<file path="src/swdk_defs.svh">
// swdk_defs.svh: register map, field positions, key values and counts
// assumes: included by bare name from the key and info block and its package
`ifndef SWDK_DEFS_SVH
`define SWDK_DEFS_SVH

`define SWDK_OFS_CTRL        12'h000
`define SWDK_OFS_KEY_STATUS  12'h004
`define SWDK_OFS_SYS_STATUS  12'h008
`define SWDK_OFS_BOOT_CHECK  12'h00C

`define SWDK_CTRL_GAP_BIT    0
`define SWDK_KEY_ERASE_BIT   0
`define SWDK_KEY_PROG_BIT    1
`define SWDK_KEY_UROW_BIT    2
`define SWDK_SYS_LOCK_BIT    0
`define SWDK_SYS_PRDY_BIT    1
`define SWDK_SYS_URDY_BIT    2
`define SWDK_SYS_ERASE_BIT   3

`define SWDK_KEY_ERASE       64'h4E564D4572617365
`define SWDK_KEY_PROG        64'h4E564D50726F6720
`define SWDK_KEY_UROW        64'h4E564D5573267465

`define SWDK_SIZE_8          2'h0
`define SWDK_SIZE_16         2'h1
`define SWDK_FRAMES_8        5'h08
`define SWDK_FRAMES_16       5'h10
`define SWDK_GAP_BITS        2'h2

`endif

</file>
<file path="src/swdk_pkg.sv">
// swdk_pkg: types shared by the key and info block and its bench
// assumes: swdk_defs.svh is on the include path
package swdk_pkg;
  `include "swdk_defs.svh"

  typedef enum logic [4:0] {
    SWDK_IDLE  = 5'b00001,
    SWDK_KEYRX = 5'b00010,
    SWDK_GUARD = 5'b00100,
    SWDK_SEND  = 5'b01000,
    SWDK_GAP   = 5'b10000
  } swdk_state_t;

  // one decoded key instruction from the link layer
  typedef struct packed {
    logic       start;
    logic       info_sel;
    logic [1:0] size;
  } swdk_cmd_t;

  typedef struct packed {
    logic        psel;
    logic        penable;
    logic        pwrite;
    logic [11:0] paddr;
    logic [31:0] pwdata;
  } swdk_apb_req_t;
endpackage : swdk_pkg

</file>
<file path="src/swdk_key_info.sv">
// swdk_key_info: key activation, system info readout and key gating for
// the single_wire_debug_port data-link layer, with an APB register file
// assumes: link byte strobes, bit ticks and status flags come from logic
// on clk_sys_i; only the sync_character pin is asynchronous
//
// Behaviour
// - key instruction accepts only full 64-bit keys; other sizes never match
// - info readout returns at most 128 bits
// - size operand sets frames received for key or sent for info block
// - no acknowledge or response is sent after a key
// - first info byte waits for the configured guard time
// - boot_check_result is readable from a register even when locked
// - multi-byte output bytes go back to back without guard time
// - gap enable inserts exactly two idle bit periods between bytes
// - info block is served at any time regardless of lock state
// - size 16 returns whole block, size 8 returns bytes 0 to 7
// - block bytes: family text, revisions, oscillator, reserved 7 and 14
// - three 64-bit keys recognised, least significant byte first
// - erase key starts erase, clears lock, dropped on disable or reset
// - programming needs lock clear and ready flag; dropped when done
// - user row needs lock set and ready flag; dropped by status write
// - level event for each rising edge of received sync character
//
// Our own choices: the APB interface to the registers and the address map.
`timescale 1ns/100ps

// the guard keeps this harmless when the package already pulled it in
`include "swdk_defs.svh"

module swdk_key_info
  import swdk_pkg::*;
#(
  // arbitrary neutral identification text, not of any real part
  parameter logic [55:0] FAMILY_TEXT  = 56'h3130_5954_4E45_44,
  parameter logic [23:0] MEM_REVISION = 24'h30_302E,
  parameter logic [23:0] DBG_REVISION = 24'h30_302E,
  parameter logic [7:0]  OSC_FREQ     = 8'h33
) (
  input  wire logic          clk_sys_i,
  input  wire logic          rst_i,
  input  wire swdk_apb_req_t apb_i,
  output logic               pready_o,
  output logic        [31:0] prdata_o,
  output logic               pslverr_o,
  input  wire swdk_cmd_t     key_cmd_i,
  input  wire logic          rx_valid_i,
  input  wire logic    [7:0] rx_data_i,
  input  wire logic          bit_tick_i,
  input  wire logic    [7:0] guard_bits_i,
  input  wire logic          tx_ready_i,
  output logic               tx_valid_o,
  output logic         [7:0] tx_data_o,
  output logic               tx_busy_o,
  input  wire logic          port_disable_i,
  input  wire logic          lock_bits_i,
  input  wire logic          prog_ready_flag_i,
  input  wire logic          user_row_ready_flag_i,
  input  wire logic          programming_done_i,
  input  wire logic    [7:0] boot_check_result_i,
  input  wire logic          sync_pin_i,
  input  wire logic          sync_window_i,
  output logic               sync_event_o,
  output logic               chip_erase_start_o,
  output logic               lock_clear_o,
  output logic               mem_prog_enable_o,
  output logic               user_row_enable_o
);

  localparam logic [127:0] INFO_BLOCK = {OSC_FREQ, 8'h00, DBG_REVISION,
                                         MEM_REVISION, 8'h00, FAMILY_TEXT};

  function automatic logic [7:0] info_byte(input logic [3:0] idx);
    info_byte = INFO_BLOCK[{idx, 3'h0} +: 8];
  endfunction : info_byte

  function automatic logic [4:0] frames_of(input logic [1:0] size);
    frames_of = (size == `SWDK_SIZE_16) ? `SWDK_FRAMES_16 : `SWDK_FRAMES_8;
  endfunction : frames_of

  swdk_state_t state_q;
  logic  [4:0] frames_q;
  logic  [4:0] count_q;
  logic  [7:0] wait_q;
  logic [63:0] key_shift_q;
  logic        key_check_q;
  logic        gap_enable_q;
  logic        erase_key_q;
  logic        prog_key_q;
  logic        urow_key_q;
  logic        sync_meta_q;
  logic        sync_q;

  wire logic apb_access = apb_i.psel && apb_i.penable;
  wire logic apb_write  = apb_access && pready_o && apb_i.pwrite;
  wire logic addr_hit   = (apb_i.paddr == `SWDK_OFS_CTRL) ||
                          (apb_i.paddr == `SWDK_OFS_KEY_STATUS) ||
                          (apb_i.paddr == `SWDK_OFS_SYS_STATUS) ||
                          (apb_i.paddr == `SWDK_OFS_BOOT_CHECK);
  wire logic last_byte  = (count_q == frames_q - 5'h01);
  wire logic tx_take    = tx_valid_o && tx_ready_i;
  wire logic key_done   = (state_q == SWDK_KEYRX) && rx_valid_i && last_byte;
  wire logic key_len_ok = (frames_q == `SWDK_FRAMES_8);
  wire logic urow_clear = apb_write &&
                          (apb_i.paddr == `SWDK_OFS_KEY_STATUS) &&
                          apb_i.pwdata[`SWDK_KEY_UROW_BIT];

  // one wait state: pready is high in the second access cycle, then drops
  always_ff @(posedge clk_sys_i or posedge rst_i) begin
    if (rst_i) begin
      pready_o  <= 1'b0;
      pslverr_o <= 1'b0;
      prdata_o  <= 32'h0000_0000;
    end else begin
      pready_o  <= apb_access && !pready_o;
      pslverr_o <= apb_access && !pready_o && !addr_hit;
      if (apb_access && !pready_o) begin
        case (apb_i.paddr)
          `SWDK_OFS_CTRL:       prdata_o <= {31'h0, gap_enable_q};
          `SWDK_OFS_KEY_STATUS: prdata_o <= {29'h0, urow_key_q, prog_key_q,
                                             erase_key_q};
          `SWDK_OFS_SYS_STATUS: prdata_o <= {28'h0, erase_key_q,
                                             user_row_ready_flag_i,
                                             prog_ready_flag_i, lock_bits_i};
          `SWDK_OFS_BOOT_CHECK: prdata_o <= {24'h0, boot_check_result_i};
          default:              prdata_o <= 32'h0000_0000;
        endcase
      end
    end
  end

  always_ff @(posedge clk_sys_i or posedge rst_i) begin
    if (rst_i) begin
      gap_enable_q <= 1'b0;
    end else if (apb_write && apb_i.paddr == `SWDK_OFS_CTRL) begin
      gap_enable_q <= apb_i.pwdata[`SWDK_CTRL_GAP_BIT];
    end
  end

  // key bytes arrive low byte first, so each new byte enters at the top
  always_ff @(posedge clk_sys_i or posedge rst_i) begin
    if (rst_i) begin
      key_shift_q <= 64'h0;
      key_check_q <= 1'b0;
    end else begin
      if (state_q == SWDK_KEYRX && rx_valid_i) begin
        key_shift_q <= {rx_data_i, key_shift_q[63:8]};
      end
      key_check_q <= key_done && key_len_ok;
    end
  end

  // match pulses are evaluated one cycle after the last byte
  wire logic hit_erase = key_check_q && key_shift_q == `SWDK_KEY_ERASE;
  wire logic hit_prog  = key_check_q && key_shift_q == `SWDK_KEY_PROG;
  wire logic hit_urow  = key_check_q && key_shift_q == `SWDK_KEY_UROW;

  always_ff @(posedge clk_sys_i or posedge rst_i) begin
    if (rst_i) begin
      erase_key_q <= 1'b0;
      prog_key_q  <= 1'b0;
      urow_key_q  <= 1'b0;
    end else begin
      if (hit_erase) begin
        erase_key_q <= 1'b1;
      end else if (port_disable_i) begin
        erase_key_q <= 1'b0;
      end
      if (hit_prog) begin
        prog_key_q <= 1'b1;
      end else if (programming_done_i) begin
        prog_key_q <= 1'b0;
      end
      // a fresh key wins over a clear in the same cycle
      if (hit_urow) begin
        urow_key_q <= 1'b1;
      end else if (urow_clear) begin
        urow_key_q <= 1'b0;
      end
    end
  end

  always_ff @(posedge clk_sys_i or posedge rst_i) begin
    if (rst_i) begin
      chip_erase_start_o <= 1'b0;
      lock_clear_o       <= 1'b0;
      mem_prog_enable_o  <= 1'b0;
      user_row_enable_o  <= 1'b0;
    end else begin
      chip_erase_start_o <= hit_erase;
      lock_clear_o       <= hit_erase;
      mem_prog_enable_o  <= prog_key_q && !lock_bits_i &&
                            prog_ready_flag_i;
      user_row_enable_o  <= urow_key_q && lock_bits_i &&
                            user_row_ready_flag_i;
    end
  end

  // no state leads from a finished key to the transmitter
  always_ff @(posedge clk_sys_i or posedge rst_i) begin
    if (rst_i) begin
      state_q  <= SWDK_IDLE;
      frames_q <= `SWDK_FRAMES_8;
      count_q  <= 5'h00;
      wait_q   <= 8'h00;
    end else begin
      case (state_q)
        SWDK_IDLE: begin
          count_q <= 5'h00;
          if (key_cmd_i.start) begin
            frames_q <= frames_of(key_cmd_i.size);
            wait_q   <= guard_bits_i;
            // info select ignores the lock state entirely
            state_q  <= key_cmd_i.info_sel ? SWDK_GUARD : SWDK_KEYRX;
          end
        end
        SWDK_KEYRX: begin
          if (rx_valid_i) begin
            count_q <= count_q + 5'h01;
            if (last_byte) begin
              state_q <= SWDK_IDLE;
            end
          end
        end
        SWDK_GUARD: begin
          if (wait_q == 8'h00) begin
            state_q <= SWDK_SEND;
          end else if (bit_tick_i) begin
            wait_q <= wait_q - 8'h01;
          end
        end
        SWDK_SEND: begin
          if (tx_take) begin
            count_q <= count_q + 5'h01;
            wait_q  <= {6'h00, `SWDK_GAP_BITS};
            if (last_byte) begin
              state_q <= SWDK_IDLE;
            end else if (gap_enable_q) begin
              state_q <= SWDK_GAP;
            end
          end
        end
        SWDK_GAP: begin
          if (bit_tick_i) begin
            wait_q <= wait_q - 8'h01;
            if (wait_q == 8'h01) begin
              state_q <= SWDK_SEND;
            end
          end
        end
        default: state_q <= SWDK_IDLE;
      endcase
    end
  end

  // without gap enable, the next byte is offered two cycles after the previous is taken, after one idle cycle
  always_ff @(posedge clk_sys_i or posedge rst_i) begin
    if (rst_i) begin
      tx_valid_o <= 1'b0;
      tx_data_o  <= 8'h00;
      tx_busy_o  <= 1'b0;
    end else begin
      tx_busy_o <= (state_q == SWDK_GUARD) || (state_q == SWDK_SEND) ||
                   (state_q == SWDK_GAP);
      if (tx_take) begin
        tx_valid_o <= 1'b0;
      end else if (state_q == SWDK_SEND && !tx_valid_o) begin
        tx_valid_o <= 1'b1;
        tx_data_o  <= info_byte(count_q[3:0]);
      end
    end
  end

  // the event follows the synchronised pin level, gated only by the
  // link's own sync window; software has no way to mask it
  always_ff @(posedge clk_sys_i or posedge rst_i) begin
    if (rst_i) begin
      sync_meta_q  <= 1'b0;
      sync_q       <= 1'b0;
      sync_event_o <= 1'b0;
    end else begin
      sync_meta_q  <= sync_pin_i;
      sync_q       <= sync_meta_q;
      sync_event_o <= sync_q && sync_window_i;
    end
  end

endmodule : swdk_key_info

</file>
<file path="config.mk">
export PLATFORM = sky130hd
export DESIGN_NAME = swdk_key_info
export DESIGN_NICKNAME = d
export VERILOG_FILES = /design/src/swdk_pkg.sv /design/src/swdk_key_info.sv
export VERILOG_INCLUDE_DIRS = /design/src /design/src/src
export SDC_FILE = /design/constraint.sdc
export NUM_CORES = 1
export LEC_CHECK = 0
export ABC_AREA = 1
export CORE_MARGIN = 1.5
export CORE_UTILIZATION = 30
export DETAILED_ROUTE_END_ITERATION = 12
export DONT_BUFFER_PORTS = 1
export PLACE_DENSITY_LB_ADDON = 0.25
export SETUP_SLACK_MARGIN = 0.15
export SYNTH_ARGS = -nofsm -noshare
export SYNTH_HDL_FRONTEND = slang
export SYNTH_SLANG_ARGS = --single-unit
</file>
<file path="constraint.sdc">
create_clock -name clk_sys_i -period 10.04 [get_ports clk_sys_i]
set_input_delay 1.506 -clock clk_sys_i [delete_from_list [all_inputs] [get_ports clk_sys_i]]
set_output_delay 1.506 -clock clk_sys_i [all_outputs]
set_load 0.005 [all_outputs]
</file>
== After elaboration in Yosys (flattened, before gate mapping) ==
Index checks and enable logic that the tools add are counted.
Storage, ports and cells
  register bits: 142
  bits in latches: 0
  bits in writable memories: 0
  memory bits (read-only): 0
  word-level logic and storage cells: 123
  memories: 0
Cells by class
  add/sub/neg operators: 3
  $mul: 0
  div/mod/pow operators: 0
  $lt $le $gt $ge: 0
  equality and inequality tests: 24
  shift-type cells: 1
  multiplexer cells: 29
  bitwise logic cells: 1
  reduce and logical (&&, ||, !) cells: 43
Operators by type and width (number)
  64-bit by 63-bit == test with 1-bit output (second input constant): 3
  128-bit by 8-bit indexed part select with 8-bit output (first input constant): 1
  8-bit case mux with 4 select lines: 2
  5-bit two-way mux: 12
  8-bit two-way mux: 4
  5-bit case mux with 5 select lines: 1
  12-bit by 4-bit == test with 1-bit output (second input constant): 2
  1-bit logical AND: 21
  2-bit != test (second input constant): 8
  5-bit case mux with 3 select lines: 1
  12-bit by 3-bit == test with 1-bit output (second input constant): 1
  12-bit zero test: 1
  5-bit by 4-bit == test with 1-bit output (second input constant): 2
  8-bit by 1-bit == test with 1-bit output (second input constant): 1
  8-bit zero test: 1
  1-bit two-way mux: 8
  8-bit AND reduction: 1
  2-bit nonzero test: 4
  8-bit by 1-bit subtractor with 8-bit output (second input constant): 1
  5-bit by 1-bit adder with 5-bit output (second input constant): 1
  5-bit by 1-bit == test with 1-bit output (second input constant): 1
  5-bit by 2-bit == test with 1-bit output (second input constant): 1
  5-bit by 3-bit == test with 1-bit output (second input constant): 1
  5-bit == test: 1
  other kinds (13): 21

== Logic depth before layout (Yosys ltp) ==
  depth after elaboration: 7
  gate-level depth with buffers: 11

== Worst setup path before layout ==
No wires, ideal clock.
  kind: in2reg
  start point: input apb_i[43] in the netlist's numbering
  end point: register gap_enable_q
  arrival time: 2.356 ns
  data required time: 9.917 ns
  path slack: 7.561 ns
  stages on the path: 7
  cells stage by stage: nor2_1 -> nand2_1 -> nor2_2 -> buf_2 -> nand2_1 -> o21ai_0 -> nand2_1
Between the ends
  word-level cells in the longest chain between the ends: 2
Ends and longest elaborated chain
  from (decl): line swdk_key_info.sv:41  | input wire swdk_apb_req_t apb_i,
  12-bit zero test
  1-bit logical AND (no line)
  to (signal assigned): line swdk_key_info.sv:135  | gap_enable_q <= apb_i.pwdata[`SWDK_CTRL_GAP_BIT];
  to (decl): line swdk_key_info.sv:86  | logic gap_enable_q;
No other way between the ends.
A chain may end at the register's enable or synchronous reset.

== Final worst setup path ==
  start point: input rx_valid_i
  end point: register key_shift_q[30]
Between the ends
  word-level cells in the longest chain between the ends: 1
Ends and longest elaborated chain
  from (decl): line swdk_key_info.sv:46  | input wire logic rx_valid_i,
  1-bit logical AND: line swdk_key_info.sv:145  | if (state_q == SWDK_KEYRX && rx_valid_i) begin
  to (signal assigned): line swdk_key_info.sv:146  | key_shift_q <= {rx_data_i, key_shift_q[63:8]};
  to (decl): line swdk_key_info.sv:84  | logic [63:0] key_shift_q;
No other way between the ends.

==> metrics.md <==
| Metric | Value |
|---|---|
| Mux cell area share after synthesis | `1.02%` |
| Critical Path AT | `2.95 ns` |
| Crit path kind | `in2reg` |
| Commonest cells post-synth | `nand2_1, dfrtp_1, inv_1` |
| Rel. slew slack | `42.2%` |
| Max H-tree Level | `4` |
| Syn Area/Cell | `8.10 µm²` |
| Slew @ Worst Pin | `0.868 ns` |
| Maximum number of pins on one net before global-route repair | `87` |
| Crit path from | `rx_valid_i` |
| RSZ-0062 raised after global routing | `false` |
| Die Span Y | `143 µm` |
| Post-synthesis cell count | `727` |
| Max rail drop VDD | `112 µV` |
| Placed wire-length estimate | `8960 µm` |
| Crit-path max FO | `86` |
| Hold path start | `sync_meta_q` |
| Worst Setup End Kind | `flip-flop` |
| Total congestion overflow | `0` |
| Worst R2R Path Depth | `4` |
| Layout area overhead | `11.7%` |
| Global-route wire length before repair | `21,200 µm` |
| Req. time, crit path | `10.33 ns` |
| Antenna violations before repair | `0` |
| Synth Warn # | `0` |
| Io pins | `136` |
| Startpoint Class | `input pin` |
| CTS Hold Bufs | `0` |
| CTS resizes | `0` |
| Most common cell in the netlist | `nand2_1` |
| Compound-Gate Fraction of Synth Area | `7.94%` |
| Netlist cell types | `37` |
| Global router's overall resource usage | `13.3%` |
| Fmax | `377 MHz` |
| Main combinational cell family by area after synthesis | `simple AND/OR/NAND/NOR gates` |
| Max-Cap Viols | `0` |
| CTS tree | `built` |
| Class of the worst hold path | `reg2reg` |
| Die Width | `143 µm` |
| Top cell type's share of synthesized area | `47.6%` |
| Post-synth EDFFs | `0` |
| Asr flop ratio synth | `100%` |
| Final std cells w/o fill | `1,005` |
| Routed len/inst | `12.5 µm` |
| Layout cells sized above 1 | `9.05%` |
| Hold depth | `0` |
| TritonCTS Buffers | `17` |
| Postcts setup bufs | `0` |
| Status | `complete, no violations` |
| TNS Setup | `0 ns` |
| Final Skew | `0.00730 ns` |
| Final WS setup | `7.38 ns` |
| WL final | `12,600 µm` |
| Routability cong. | `0.752` |
| Final Power | `0.00185 W` |
| Fin crit share | `26.4%` |
| Final Hold Violating Endpoints | `0` |
| Vias in the first global route | `4,338` |
| Cell Area, Synth | `5890 µm²` |
| Row Count | `51` |
| Synthesized flop and latch total | `114` |
| Core ar. | `19,300 µm²` |
| Vias per inst | `4.37` |
| Clk root buf | `clkbuf_16` |
| Full die area | `20,500 µm²` |
| Place WS | `6.97 ns` |
| Synth Area in XOR/XNOR | `0.446%` |
| Final Core Density | `34.0%` |
| Adder-cell share of the synthesized area | `2.12%` |
| Pwr Density | `281 nW/µm²` |
| First-pass DRT Iterations | `7` |
| Register area share after synthesis | `48.5%` |
| Most area-hungry cell type in the Yosys netlist | `dfrtp_1` |
| Leak Pwr | `3.27 nW` |
| Via count | `4,395` |
| DRT iter0 DRCs | `197` |
| DRC | `0` |
| Area contributors post-synth | `dfrtp_1, nand2_1, inv_1` |
| Post-Synth Simple-Gate Area | `29.3%` |
| I/O Buffers | `0` |
| CTS max path bufs | `2` |
| Initial Utilization | `30.5%` |
| Max-slew violations | `0` |
| Ant diodes | `0` |
| CTS clk-pin slew, worst paths | `0.05 ns` |
| Clk Latency, worst-skew pair | `0.41 ns` |
| Final setup fails | `0` |
| Reg2Reg Launch Point | `state_q[2]` |
| Fillcell total | `2,072` |
| Fin nets | `826` |
| Clk sinks | `114` |
| Ys flop type | `dfrtp_1` |
| ANT nets after route | `0` |
| Cells after DPL | `975` |
| Min Tclk post-route | `2.66 ns` |
area by class of cell:
type	instances	area [µm²]	area share, %
multi-input combinational	506	2500	38.0
timing repair buffer	2	15.0	0.228
tap	265	332	5.04
clock inverter	6	55.1	0.837
sequential	114	2860	43.4
clock buffer	24	492	7.47
inverter	88	333	5.06
sequential cells by signal (all words and copies together) (netlist names), 2 cells and up:
name / flops
key_shift_q: 64
count_q: 5
prdata_o: 8
state_q: 5
wait_q: 8
frames_q: 2
tx_data_o: 7
critical path, stage by stage:
cell,delay (ns)
nand4_4,0.33
buf_4,0.70
mux2_4,0.35
cells in the final DEF, fill, tap and decap left out, drive strengths merged:
cell / count
inv: 88
and3: 1
bufinv: 1
xor2: 2
nor3: 7
o21a: 1
clkbuf: 24
o221ai: 1
nand2: 191
nand3: 51
nand4: 27
dfstp: 2
o21ai: 60
dfrtp: 112
buf: 2
conb: 25
clkinv: 5
a21oi: 26
nor4: 1
xnor2: 1
mux2: 4
a31oi: 1
o21bai: 2
nand3b: 2
ha: 10
nor3b: 2
nor2: 91
routing by layer:
metal	vias up	part of all wire, %	track usage, %
met5	-	0	0
met4	0	1.9	6.51
met3	15	4.4	3.45
met2	83	45	20.6
met1	2019	49	17.3
li1	2278	-	-
metrics by stage:
step | area, µm² | hold slack (ns)
floorplan | 5980 | 0.331
global placement | 6030 | 0.337
detailed placement | 6030 | 0.348
CTS | 6580 | 0.363
global route | 6580 | 0.368
finish | 6580 | 0.358
power by group:
group	switching [W]	internal [W]
sequential	0.000118	0.000620
combinational	0.000359	0.000192
clock	0.000202	0.000361
total	0.000678	0.00117
cell families (layout without fill, tap and decap cells):
kind of cell             count (synthesis)  after routing
XOR/XNOR                                 3              3
AND/OR/NAND/NOR                        373            373
adder cells (fa/ha/maj)                 10             10
AO/OA/AOI/OAI                           91             91
buffers and inverters                  131            120
multiplexers                             4              4
other                                    1             25
flip-flops                             114            114
final timing paths:
path,endpoint,slack [ns]
min,sync_q,0.36
max,key_shift_q[30],7.38
max reg2reg,key_shift_q[30],7.76
max in group asynchronous,key_shift_q[56],7.68
min reg2reg,sync_q,0.36
min in group asynchronous,pready_o,1.05
Power figures use the tool's default switching activity.
